## src/logic/bdm_pkg.sv

```systemverilog
package bdm_pkg;

  // ----------------------------------------------------------------
  // Widths
  // ----------------------------------------------------------------
  localparam int unsigned BDM_DATA_W = 8;   // Register width
  localparam int unsigned BDM_ADDR_W = 7;   // Direct address field width
  localparam int unsigned BDM_FADDR_W = 8;  // Full banked file address width

  // ----------------------------------------------------------------
  // Core register offsets (low seven bits, same in both banks)
  // ----------------------------------------------------------------
  localparam logic [6:0] BDM_OFS_INDIRECT = 7'h00;
  localparam logic [6:0] BDM_OFS_PCL = 7'h02;
  localparam logic [6:0] BDM_OFS_STATUS = 7'h03;
  localparam logic [6:0] BDM_OFS_FSR = 7'h04;
  localparam logic [6:0] BDM_OFS_PROGRAM_COUNTER_UPPER_LATCH = 7'h0A;
  localparam logic [6:0] BDM_OFS_INTCTL = 7'h0B;

  // ----------------------------------------------------------------
  // Map boundaries
  // ----------------------------------------------------------------
  localparam logic [7:0] BDM_SLOT_LIMIT = 8'h20;     // Slots below this offset
  localparam logic [7:0] BDM_B0_RAM_LO = 8'h20;
  localparam logic [7:0] BDM_B0_RAM_HI = 8'h7F;
  localparam logic [7:0] BDM_B1_RAM_LO = 8'hA0;
  localparam logic [7:0] BDM_B1_RAM_HI = 8'hBF;
  localparam logic [7:0] BDM_B1_SHARE_LO = 8'hF0;
  localparam logic [7:0] BDM_B1_SHARE_HI = 8'hFF;
  localparam logic [7:0] BDM_SHARE_BASE = 8'h70;     // Bank 0 target of shared window

  // ----------------------------------------------------------------
  // Status field positions and reset values
  // ----------------------------------------------------------------
  localparam int unsigned BDM_ST_BANK_BIT = 5;        // bank_select_bit
  localparam int unsigned BDM_ST_RSV_UPPER = 6;       // reserved_upper_bank_bit
  localparam int unsigned BDM_ST_RSV_IND = 7;         // reserved_indirect_bank_bit
  localparam logic [7:0] BDM_RST_STATUS = 8'h18;
  localparam logic [7:0] BDM_RST_PCL = 8'h00;
  localparam logic [7:0] BDM_RST_PROGRAM_COUNTER_UPPER_LATCH = 8'h00;
  localparam logic [7:0] BDM_RST_INTCTL = 8'h00;
  localparam logic [7:0] BDM_RST_FSR = 8'h00;
  localparam logic [7:0] BDM_ZERO = 8'h00;

  // ----------------------------------------------------------------
  // Decode targets
  // ----------------------------------------------------------------
  typedef enum logic [5:0] {
    BDM_T_NONE = 6'b00_0001,
    BDM_T_RAM = 6'b00_0010,
    BDM_T_STATUS = 6'b00_0100,
    BDM_T_FSR = 6'b00_1000,
    BDM_T_CORE = 6'b01_0000,
    BDM_T_SLOT = 6'b10_0000
  } bdm_target_t;

endpackage

```

## src/logic/bdm_decoder.sv

```systemverilog
`timescale 1ns/1ps
`default_nettype none
module bdm_decoder
(
  // Full file address after bank and pointer resolution
  input wire logic [7:0] faddr,
  // Decode result
  output var bdm_pkg::bdm_target_t target,
  output logic [6:0] ram_index,
  output logic [4:0] slot_index
);
  import bdm_pkg::*;

  // ----------------------------------------------------------------
  // Address decode
  // ----------------------------------------------------------------
  // Pure decode; the core slot numbers are checked on the low bits so both banks agree
  always_comb
  begin
    target = BDM_T_NONE;
    ram_index = 7'h00;
    slot_index = faddr[4:0];
    if (faddr[6:0] == BDM_OFS_STATUS)
    begin
      target = BDM_T_STATUS;
    end
    else if (faddr[6:0] == BDM_OFS_FSR)
    begin
      target = BDM_T_FSR;
    end
    else if (faddr[6:0] == BDM_OFS_PCL || faddr[6:0] == BDM_OFS_PROGRAM_COUNTER_UPPER_LATCH ||
             faddr[6:0] == BDM_OFS_INTCTL)
    begin
      target = BDM_T_CORE;
    end
    else if (faddr[6:0] == BDM_OFS_INDIRECT)
    begin
      target = BDM_T_NONE;
    end
    else if (faddr[6:0] < BDM_SLOT_LIMIT[6:0])
    begin
      target = BDM_T_SLOT;
      slot_index = faddr[4:0];                                // Offsets below 20h not taken by core registers; caller adds bank bit
    end
    else if (faddr >= BDM_B0_RAM_LO && faddr <= BDM_B0_RAM_HI)
    begin
      target = BDM_T_RAM;
      ram_index = 7'(faddr - BDM_B0_RAM_LO);
    end
    else if (faddr >= BDM_B1_RAM_LO && faddr <= BDM_B1_RAM_HI)
    begin
      target = BDM_T_RAM;
      ram_index = 7'(faddr - BDM_B1_RAM_LO + 8'h60);
    end
    else if (faddr >= BDM_B1_SHARE_LO)
    begin
      target = BDM_T_RAM;
      ram_index = 7'(faddr - BDM_B1_SHARE_LO + BDM_SHARE_BASE - BDM_B0_RAM_LO);
    end
    else
    begin
      target = BDM_T_NONE;
    end
  end

endmodule
`default_nettype wire

```

## src/logic/bdm_map.sv

```systemverilog
// Function
// - 128 by 8 data register file
// - Reach by direct address or pointer
// - Slot storage is static, no refresh
// - Unimplemented reads zero, writes ignored
// - Indirect location redirects through pointer
// - Slots occupy the bank offsets below 20h not taken by core registers, 26 in each bank
// - RAM at 20h-7Fh and A0h-BFh
// - F0h-FFh share storage with 70h-7Fh
// - Bank bit selects bank; reserved kept zero
`timescale 1ns/1ps
`default_nettype none
module bdm_map
#(
  // General purpose bytes; the decode is fixed to the 128 byte file
  parameter int unsigned GP_DEPTH = 128,
  // Slot bytes, 32 offsets in each of the two banks
  parameter int unsigned SLOT_DEPTH = 64
)
(
  // Clock and reset
  input wire logic clk,
  input wire logic rst_n,
  // Core access port
  input wire logic [6:0] dir_addr,
  input wire logic rd_en,
  input wire logic wr_en,
  input wire logic [7:0] wr_data,
  // Answer
  output logic [7:0] rd_data,
  output logic rd_valid,
  // Core register views
  output logic [7:0] status_q,
  output logic [7:0] pointer_q,
  output logic [7:0] pcl_q,
  output logic [7:0] program_counter_upper_latch_q,
  output logic [7:0] intctl_q,
  output logic bank_sel
);
  import bdm_pkg::*;

  // ----------------------------------------------------------------
  // State
  // ----------------------------------------------------------------
  // Everything that is reset lives in one struct; RAM arrays are kept apart
  typedef struct packed {
    logic [7:0] status;    // Core status byte
    logic [7:0] indirect_pointer;       // file_select_pointer
    logic [7:0] program_counter_low_byte;       // program_counter_low_byte
    logic [7:0] program_counter_upper_latch;    // program_counter_upper_latch
    logic [7:0] intctl;    // interrupt_control_flags
    logic [7:0] rdata;     // Registered read answer
    logic rvalid;          // Answer strobe
  } bdm_state_t;

  bdm_state_t cur;
  bdm_state_t next_cur;

  // Storage: 96 bank-0 plus 32 bank-1 bytes form the 128 x 8 file
  logic [7:0] gp_ram [0:GP_DEPTH-1];
  // Peripheral slot bytes, two banks of 32 offsets
  logic [7:0] slot_ram [0:SLOT_DEPTH-1];

  // ----------------------------------------------------------------
  // Elaboration check
  // ----------------------------------------------------------------
  // The decoder hands out 7-bit file and 5-bit slot indices, 6-bit with the bank bit, so any other
  // depth would leave bytes unreachable or index past the array
  if (GP_DEPTH != 128 || SLOT_DEPTH != 64)
  begin : g_depth_check
    $error("bdm_map supports only GP_DEPTH 128 and SLOT_DEPTH 64");
  end

  logic [7:0] faddr;                       // Resolved file address
  bdm_target_t target;
  logic [6:0] ram_index;
  logic [4:0] slot_index;
  logic [5:0] slot_addr;

  // ----------------------------------------------------------------
  // Address resolution
  // ----------------------------------------------------------------
  // Indirect offset swaps in the pointer; otherwise bank bit plus direct field
  always_comb
  begin
    if (dir_addr == BDM_OFS_INDIRECT)
    begin
      faddr = cur.indirect_pointer;
    end
    else
    begin
      faddr = {cur.status[BDM_ST_BANK_BIT], dir_addr};
    end
  end

  bdm_decoder u_dec
  (
    .faddr(faddr),
    .target(target),
    .ram_index(ram_index),
    .slot_index(slot_index)
  );

  // Slot bytes are kept per bank: the resolved bank bit picks the half
  assign slot_addr = {faddr[7], slot_index};

  // ----------------------------------------------------------------
  // Next state
  // ----------------------------------------------------------------
  // A pointer aimed at offset 0 finds no storage and reads zero, which
  // stops the redirection from chasing itself
  always_comb
  begin
    next_cur = cur;
    next_cur.rvalid = rd_en;
    next_cur.rdata = BDM_ZERO;
    // Read path: every target answers, unimplemented ones with zero
    if (rd_en)
    begin
      unique case (target)
        BDM_T_RAM: next_cur.rdata = gp_ram[ram_index];
        BDM_T_SLOT: next_cur.rdata = slot_ram[slot_addr];
        BDM_T_STATUS: next_cur.rdata = cur.status;
        BDM_T_FSR: next_cur.rdata = cur.indirect_pointer;
        BDM_T_CORE:
        begin
          if (faddr[6:0] == BDM_OFS_PCL)
          begin
            next_cur.rdata = cur.program_counter_low_byte;
          end
          else if (faddr[6:0] == BDM_OFS_PROGRAM_COUNTER_UPPER_LATCH)
          begin
            next_cur.rdata = cur.program_counter_upper_latch;
          end
          else
          begin
            next_cur.rdata = cur.intctl;
          end
        end
        BDM_T_NONE: next_cur.rdata = BDM_ZERO;
      endcase
    end
    // Write path: only the addressed core register moves here
    if (wr_en)
    begin
      unique case (target)
        BDM_T_STATUS:
        begin
          // Reserved bank bits are kept at zero by hardware as well
          next_cur.status = wr_data;
          next_cur.status[BDM_ST_RSV_UPPER] = 1'b0;
          next_cur.status[BDM_ST_RSV_IND] = 1'b0;
        end
        BDM_T_FSR: next_cur.indirect_pointer = wr_data;
        BDM_T_CORE:
        begin
          if (faddr[6:0] == BDM_OFS_PCL)
          begin
            next_cur.program_counter_low_byte = wr_data;
          end
          else if (faddr[6:0] == BDM_OFS_PROGRAM_COUNTER_UPPER_LATCH)
          begin
            next_cur.program_counter_upper_latch = wr_data;
          end
          else
          begin
            next_cur.intctl = wr_data;
          end
        end
        // Array writes happen in the storage process below
        BDM_T_RAM, BDM_T_SLOT, BDM_T_NONE:
        begin
          next_cur.indirect_pointer = cur.indirect_pointer;                             // Arrays or nothing
        end
      endcase
    end
  end

  // ----------------------------------------------------------------
  // Registers
  // ----------------------------------------------------------------
  // Reset loads constants only; the answer stays quiet until a read
  always_ff @(posedge clk or negedge rst_n)
  begin
    if (!rst_n)
    begin
      cur <= '{status: BDM_RST_STATUS, indirect_pointer: BDM_RST_FSR, program_counter_low_byte: BDM_RST_PCL,
               program_counter_upper_latch: BDM_RST_PROGRAM_COUNTER_UPPER_LATCH, intctl: BDM_RST_INTCTL,
               rdata: BDM_ZERO, rvalid: 1'b0};
    end
    else
    begin
      cur <= next_cur;
    end
  end

  // Static arrays hold without reset or refresh; contents start unknown
  always_ff @(posedge clk)
  begin
    if (wr_en && target == BDM_T_RAM)
    begin
      gp_ram[ram_index] <= wr_data;
    end
    if (wr_en && target == BDM_T_SLOT)
    begin
      slot_ram[slot_addr] <= wr_data;
    end
  end

  // ----------------------------------------------------------------
  // Outputs
  // ----------------------------------------------------------------
  // Views come straight from the state register, no logic after the flop
  assign rd_data = cur.rdata;
  assign rd_valid = cur.rvalid;
  assign status_q = cur.status;
  assign pointer_q = cur.indirect_pointer;
  assign pcl_q = cur.program_counter_low_byte;
  assign program_counter_upper_latch_q = cur.program_counter_upper_latch;
  assign intctl_q = cur.intctl;
  assign bank_sel = cur.status[BDM_ST_BANK_BIT];

endmodule
`default_nettype wire

```

## config.mk

```make
export PLATFORM = sky130hd
export DESIGN_NAME = bdm_map
export DESIGN_NICKNAME = d
export VERILOG_FILES = /design/src/logic/bdm_pkg.sv /design/src/logic/bdm_decoder.sv /design/src/logic/bdm_map.sv
export SDC_FILE = /design/constraint.sdc
export NUM_CORES = 2
export LEC_CHECK = 0
export BUFFER_PORTS_ARGS = -buffer_cell sky130_fd_sc_hd__buf_2
export CAP_MARGIN = 0
export CORE_UTILIZATION = 30
export DETAILED_ROUTE_END_ITERATION = 8
export PLACE_DENSITY = 0.53
export SLEW_MARGIN = 20
export SYNTH_ARGS = -nofsm -noshare
export SYNTH_HDL_FRONTEND = slang
export SYNTH_HIERARCHICAL = 1
export SYNTH_SLANG_ARGS = --single-unit
```

## constraint.sdc

```tcl
create_clock -name clk -period 4 [get_ports clk]
set_clock_uncertainty 0.15 [all_clocks]
set_input_delay 0.8 -clock clk [delete_from_list [all_inputs] [get_ports clk]]
set_output_delay 0.8 -clock clk [all_outputs]
set_load 0.01 [all_outputs]
```

* Yosys cells after proc, flatten, opt, wreduce, memory -nomap -nowiden
Memories as Yosys holds them, arrays and structs flattened.
Index checks and enable logic that the tools add are counted.
** Cells by class
- Shift operators :: 0
- Bitwise logic cells :: 2
- Magnitude comparators :: 6
- $mul :: 0
- Mux-type cells :: 25
- Eq/ne operators :: 11
- Reduce and logical (&&, ||, !) cells :: 13
- Add/sub/neg operators :: 6
- Divide/modulo/power cells :: 0
** Operators by type and width (count)
- $mux W7 :: 8
- $pmux W8 S6 :: 1
- $mux W6 :: 7
- $mux W8 :: 4
- $sub A7 B6 Y7 const B :: 3
- $ge A8 B8 Y1 const B :: 2
- $add A7 B7 Y7 const B :: 2
- $eq A7 B2 Y1 const B :: 2
- $eq A7 B4 Y1 const B :: 2
- $logic_not A7 Y1 :: 2
- $ge A8 B6 Y1 const B :: 1
- $le A8 B7 Y1 const B :: 1
- $le A8 B8 Y1 const B :: 1
- $reduce_and A4 Y1 :: 2
- $eq A7 B3 Y1 const B :: 1
- $lt A7 B6 Y1 const B :: 1
- $sub A7 B7 Y7 const B :: 1
- $eq A6 B1 Y1 const B :: 1
- $eq A6 B2 Y1 const B :: 1
- $eq A6 B3 Y1 const B :: 1
- $eq A6 B4 Y1 const B :: 1
- $eq A6 B5 Y1 const B :: 1
- $eq A6 B6 Y1 const B :: 1
- $logic_and A1 B1 Y1 :: 4
- 6 further kinds :: 12
** Word-level totals
- Output and inout port bits :: 50
- RAM bits :: 1536
- Memories :: 2
- ROM bits :: 0
- Latch bits :: 0
- Bits in registers :: 47
- Input bits :: 19
** Memories
- gp_ram :: words 128, bits a word 8, rd ports 1, clocked after memory_dff 0, write ports 1, line bdm_map.sv:60 : logic [7:0] gp_ram [0:GP_DEPTH-1];
- slot_ram :: words 64, bits a word 8, rd ports 1, clocked after memory_dff 0, write ports 1, line bdm_map.sv:62 : logic [7:0] slot_ram [0:SLOT_DEPTH-1];

* Logic depth before layout (Yosys ltp)
An unclocked memory read counts as a cell.
- Depth after elaboration :: 16
- Depth in mapped cells :: 23
- Depth with buffers taken out :: 15

* Cells and area by module
The synthesis kept the hierarchy.
** Modules (own cells, without submodules)
- bdm_map :: cells each 3581, area an instance 61210.0 um2, seq. area each 47302.9 um2, times used 1
- bdm_decoder :: cells each 42, area an instance 271.5 um2, seq. area each 0.0 um2, times used 1

* Worst setup path before layout
No wires, ideal clock.
- Path type :: input -> register
- Start point :: input port dir_addr[2]
- End point :: memory gp_ram[101][0] (enable)
- Buffers on the path :: 8
- Library setup time :: 0.370 ns
- Stages on the path :: 18
- Arrival time :: 4.430 ns
- Data required time :: 3.480 ns
- Slack :: -0.950 ns
- Cell sequence :: nor4_4 > a21boi_1 > nor2_4 > inv_2 > buf_2 > and2b_4 > a21oi_2 > nor2_4 > and2_1 > buf_4 > buf_6 > buf_6 > buf_4 > buf_4 > clkbuf_1 > nand3_1 > clkbuf_1 > nor2_1
** Between the ends
- Longest elaborated chain between the ends :: 15
- Elaborated cells between the ends (all ways) :: 44
- Classes of those cells :: add/sub: 6; order compare: 6; eq/ne: 6; mux: 19; reduce/logical: 7
** RTL lines
- start: declaration :: line bdm_map.sv:25 : input wire logic [6:0] dir_addr,
- $logic_not A7 Y1 * :: line bdm_map.sv:86 : if (dir_addr == BDM_OFS_INDIRECT)
- $mux W8 * :: line bdm_map.sv:86
- net faddr[7] :: line bdm_map.sv:74 : logic [7:0] faddr;
- $ge A8 B8 Y1, or another cell as far along :: line bdm_decoder.sv:55 : else if (faddr >= BDM_B1_SHARE_LO)
- $mux W2 / $logic_and A1 B1 Y1 (equally long branches) :: line bdm_decoder.sv:55, bdm_decoder.sv:50
- $mux W6 :: line bdm_decoder.sv:50 : else if (faddr >= BDM_B1_RAM_LO && faddr <= BDM_B1_RAM_HI)
- $mux W6 * :: line bdm_decoder.sv:45 : else if (faddr >= BDM_B0_RAM_LO && faddr <= BDM_B0_RAM_HI)
- $mux W6 * :: line bdm_decoder.sv:40 : else if (faddr[6:0] < BDM_SLOT_LIMIT[6:0])
- $mux W6 * :: line bdm_decoder.sv:36 : else if (faddr[6:0] == BDM_OFS_INDIRECT)
- $mux W6 * :: line bdm_decoder.sv:31 : else if (faddr[6:0] == BDM_OFS_PCL || faddr[6:0] == BDM_OFS_PROGRAM_COUNTER_UPPER_LATCH ||
- $mux W6 * :: line bdm_decoder.sv:27 : else if (faddr[6:0] == BDM_OFS_FSR)
- $mux W6 * :: line bdm_decoder.sv:23 : if (faddr[6:0] == BDM_OFS_STATUS)
- net target[1] :: line bdm_map.sv:75 : bdm_target_t target;
- $eq A6 B2 Y1 * :: line bdm_map.sv:200 : if (wr_en && target == BDM_T_RAM)
- $logic_and A1 B1 Y1 * :: line bdm_map.sv:200
- $mux W1 * :: line bdm_map.sv:200
- $mux W1 (implied by the code) * :: line bdm_map.sv:202 : gp_ram[ram_index] <= wr_data;
- end: declaration :: line bdm_map.sv:60
The timed path passes the listed nets; every way through them passes the cells marked *.

==> results.sh <==
export IMPL_clkTransAtPathRegs_ps=60
export IMPL_drv_cap=0
export IMPL_start_util=0.303
export IMPL_async_reset_ff_frac=0.0297
export IMPL_yosys_warnings=6
export IMPL_drv_slew=0
export IMPL_hpwl_mm=145
export IMPL_place_ws_ps=-1820
export IMPL_routed_via_density=5.40
export IMPL_setup_viol=8
export IMPL_end_kind="register"
export IMPL_arrival_ps=4860
export IMPL_firstDrtPassIters=7
export IMPL_period_minus_slack_ps=4290
export IMPL_grt_pass1_vias=39800
export IMPL_avgSynthCellArea_sq_um=17.0
export IMPL_worstMarginPinSlew_ps=1170
export IMPL_synth_cells=3623
export IMPL_total_power_mw=36.6
export IMPL_cts_buffer_depth=3
export IMPL_antenna_found_initial=2
export IMPL_max_slew_margin=0.215
export IMPL_synthSimpleGateAreaFrac=0.0423
export IMPL_place_inst=7068
export IMPL_synth_xor_area_share=0.000142
export IMPL_via_count=40300
export IMPL_cts_buffers_inserted=164
export IMPL_drtIter0Drc=4792
export IMPL_wl_mm=216
export IMPL_cp_required_ps=4570
export IMPL_clockRootBuffer="clkbuf_16"
export IMPL_portBuffers=66
export IMPL_synth_ff_type="edfxtp_1"
export IMPL_fin_cells=7459
export IMPL_yosysSeqAreaShare=0.769
export IMPL_muxShareOfSynthArea=0.0569
export IMPL_die_area_sq_um=207000
export IMPL_failed_checks="negative setup slack"
export IMPL_start_kind="input pin"
export IMPL_clk_latency_ps=820
export IMPL_power_density_nw_per_um2=450
export IMPL_final_antenna_net_count=0
export IMPL_rows=165
export IMPL_setup_ws_ps=-291
export IMPL_synth_top_family_by_area="compound AO/OA/AOI/OAI gates"
export IMPL_ir_worst_vdd_uv=364
export IMPL_coreArea_sq_um=203000
export IMPL_yosysUniqueCellTypes=95
export IMPL_die_w_um=455
export IMPL_nNetsFinal=4669
export IMPL_synth_edff_count=1536
export IMPL_synth_compound_area_share=0.110
export IMPL_clock_fmax_ghz=0.233
export IMPL_cts_sinks=1583
export IMPL_cts_max_level=4
export IMPL_synth_adder_area_share=0.000204
export IMPL_gp_congestion=0.915
export IMPL_num_io_pins=69
export IMPL_criticalPathCategory="in2reg"
export IMPL_syn_to_final_growth_pct=32.3
export IMPL_leakage_nw=27.4
export IMPL_grt_ovfl_total=0
export IMPL_grt_pass1_wl_mm=303
export IMPL_rsz0062_at_grt="yes"
export IMPL_crit_path_max_fanout=8
export IMPL_hold_viol=0
export IMPL_period_share=1.07
export IMPL_die_h_um=455
export IMPL_status="finished, violations left"
export IMPL_worst_hold_path_num_cells=1
export IMPL_grt_max_degree=122
export IMPL_post_drt_wl_per_cell_um=28.9
export IMPL_route_detailed_drc=0
export IMPL_ff2ff_path_depth=17
export IMPL_cts_tree="built"
export IMPL_syn_cell_area_sq_um=61500
export IMPL_drive_gt1_frac=0.386
export IMPL_track_usage=0.205
export IMPL_synth_seq_cells=1583
export IMPL_hold_class="in2reg"
-- layer usage --
layer	vias to the layer above	track usage	part of all wire
met4	0	0.0700	0.036
li1	17100	-	-
met2	2002	0.336	0.48
met3	381	0.0332	0.076
met5	-	0	0
met1	20800	0.275	0.41
-- state kept, by name, summed over array words and instances (netlist names) --
| register | flops |
|---|---|
| gp_ram | 1024 |
| rd_valid | 1 |
| rd_data | 8 |
| status_q | 6 |
| program_counter_upper_latch_q | 8 |
| slot_ram | 512 |
| pcl_q | 8 |
| pointer_q | 8 |
| intctl_q | 8 |
-- synth_stat cells (all sizes together), types with 7 or more instances --
library cell | number | area share
a211oi | 17 | 0.0021
a21o | 9 | 0.0011
a21oi | 70 | 0.0058
a221o | 27 | 0.0044
a221oi | 62 | 0.0089
a222oi | 21 | 0.0034
a22o | 12 | 0.0017
a22oi | 46 | 0.0056
a2bb2oi | 18 | 0.0026
a311oi | 8 | 0.0011
a31oi | 15 | 0.0015
and2 | 13 | 0.0013
and3 | 8 | 0.00081
buf | 168 | 0.015
clkbuf | 84 | 0.0051
dfrtp | 45 | 0.018
edfxtp | 1536 | 0.75
inv | 17 | 0.0010
mux2 | 187 | 0.034
mux2i | 83 | 0.014
mux4 | 25 | 0.0092
nand2 | 96 | 0.0059
nand2b | 14 | 0.0014
nand3 | 27 | 0.0024
nor2 | 281 | 0.017
nor2b | 15 | 0.0015
nor3 | 30 | 0.0026
nor3b | 8 | 0.0011
nor4 | 23 | 0.0027
o2111ai | 8 | 0.0011
o211a | 9 | 0.0015
o211ai | 16 | 0.0020
o21ai | 48 | 0.0039
o221ai | 85 | 0.012
o22a | 22 | 0.0031
o22ai | 327 | 0.033
o2bb2ai | 12 | 0.0017
o31ai | 10 | 0.0012
o41a | 10 | 0.0018
o41ai | 10 | 0.0015
or2 | 7 | 0.00071
-- kinds of logic after synthesis --
logic type / count (synthesis)
other: 1
adder cells (fa/ha/maj): 1
AND/OR/NAND/NOR: 555
AO/OA/AOI/OAI: 917
XOR/XNOR: 1
flip-flops: 1583
multiplexers: 295
buffers and inverters: 270
-- through the flow --
step            TNS, ps  utilization  hold slack, ps  area (sq um)
2_1_floorplan   -466140            -             354         62700
3_3_place_gp   -1165850        0.366             365         74200
3_5_place_dp   -1151480        0.366             374         74200
4_1_cts            -819        0.397             105         80600
5_1_grt           -1860        0.401             136         81300
6_report          -1430        0.401             180         81400
-- power breakdown --
| group | internal [mW] | leakage, nW | total, mW | switching, mW |
|---|---|---|---|---|
| Combinational | 1.38 | 10.5 | 3.40 | 2.02 |
| Sequential | 18.2 | 14.4 | 18.3 | 0.0403 |
| Clock | 8.44 | 2.52 | 14.9 | 6.50 |
-- worst max-delay path, cell delays in order --
cell	delay [ps]
buf_8	100
nor4_4	380
buf_4	200
and3_4	190
nor2_4	50
inv_4	50
and2b_4	190
a21oi_4	150
nor2_4	90
and2_4	180
buf_6	120
or3b_4	250
buf_12	140
buf_12	120
buf_8	100
o22ai_2	50
o41a_1	470
nor4_4	430
buf_4	210
o221ai_2	100
a211o_1	270
a211oi_2	190
-- cell type report --
class	count	area (sq um)
Timing Repair Buffer	1111	10900
Tap cell	2672	3340
Multi-Input combinational cell	1771	14500
Antenna cell	2	5.00
Inverter	18	75.1
Sequential cell	1583	47300
Clock buffer	212	4400
Clock inverter	90	774
Fill cell	18300	122000
-- final timing paths --
kind,startpoint,end,slack (ps)
setup / recovery,dir_addr[5],rd_data[7]$_DFF_PN0_,-290
hold / removal,rd_en,rd_valid$_DFF_PN0_,180
setup reg to reg,status_q[5]$_DFFE_PN0P_,rd_data[7]$_DFF_PN0_,-50
hold reg to reg,pcl_q[2]$_DFFE_PN0P_,pcl_q[2]$_DFFE_PN0P_,380
max in group asynchronous,rst_n,status_q[3]$_DFFE_PN1P_,2430
min in group asynchronous,rst_n,rd_valid$_DFF_PN0_,410
-- cells in the final DEF (no fill, tap or decap), types with 13 or more instances in the layout --
cell type,netlist,routed
a31oi_1,15,15
a211oi_1,17,13
buf_2,101,56
o211ai_1,16,16
clkinv_2,0,29
a221oi_1,61,55
o21ai_0,47,40
o221ai_1,85,70
buf_12,0,191
clkbuf_16,0,171
buf_8,0,13
a221o_1,27,27
o22a_1,22,22
nor2_4,2,75
mux2i_1,83,82
dfrtp_1,45,45
nor2_2,0,43
o22ai_2,0,16
nand3_1,25,18
buf_4,37,808
o22ai_1,327,310
nand2_1,96,89
edfxtp_1,1536,1536
clkbuf_1,83,42
clkinv_1,1,31
buf_6,4,37
a222oi_1,21,21
nor3_1,29,19
a2bb2oi_1,18,16
a22oi_1,46,45
mux4_2,25,25
a21oi_1,68,62
mux2_2,186,186
nor2_1,279,163
-- timing repair --
action                                 CTS  global route
endpoints found under the hold margin   20             0
hold buffers                             1             0
setup buffers                           59            26
setup endpoints to repair              268           171
gates resized for setup                133            84
pin swaps                               53            56
gates cloned                             2             2
No activity file was read; power rests on OpenSTA's default activity.
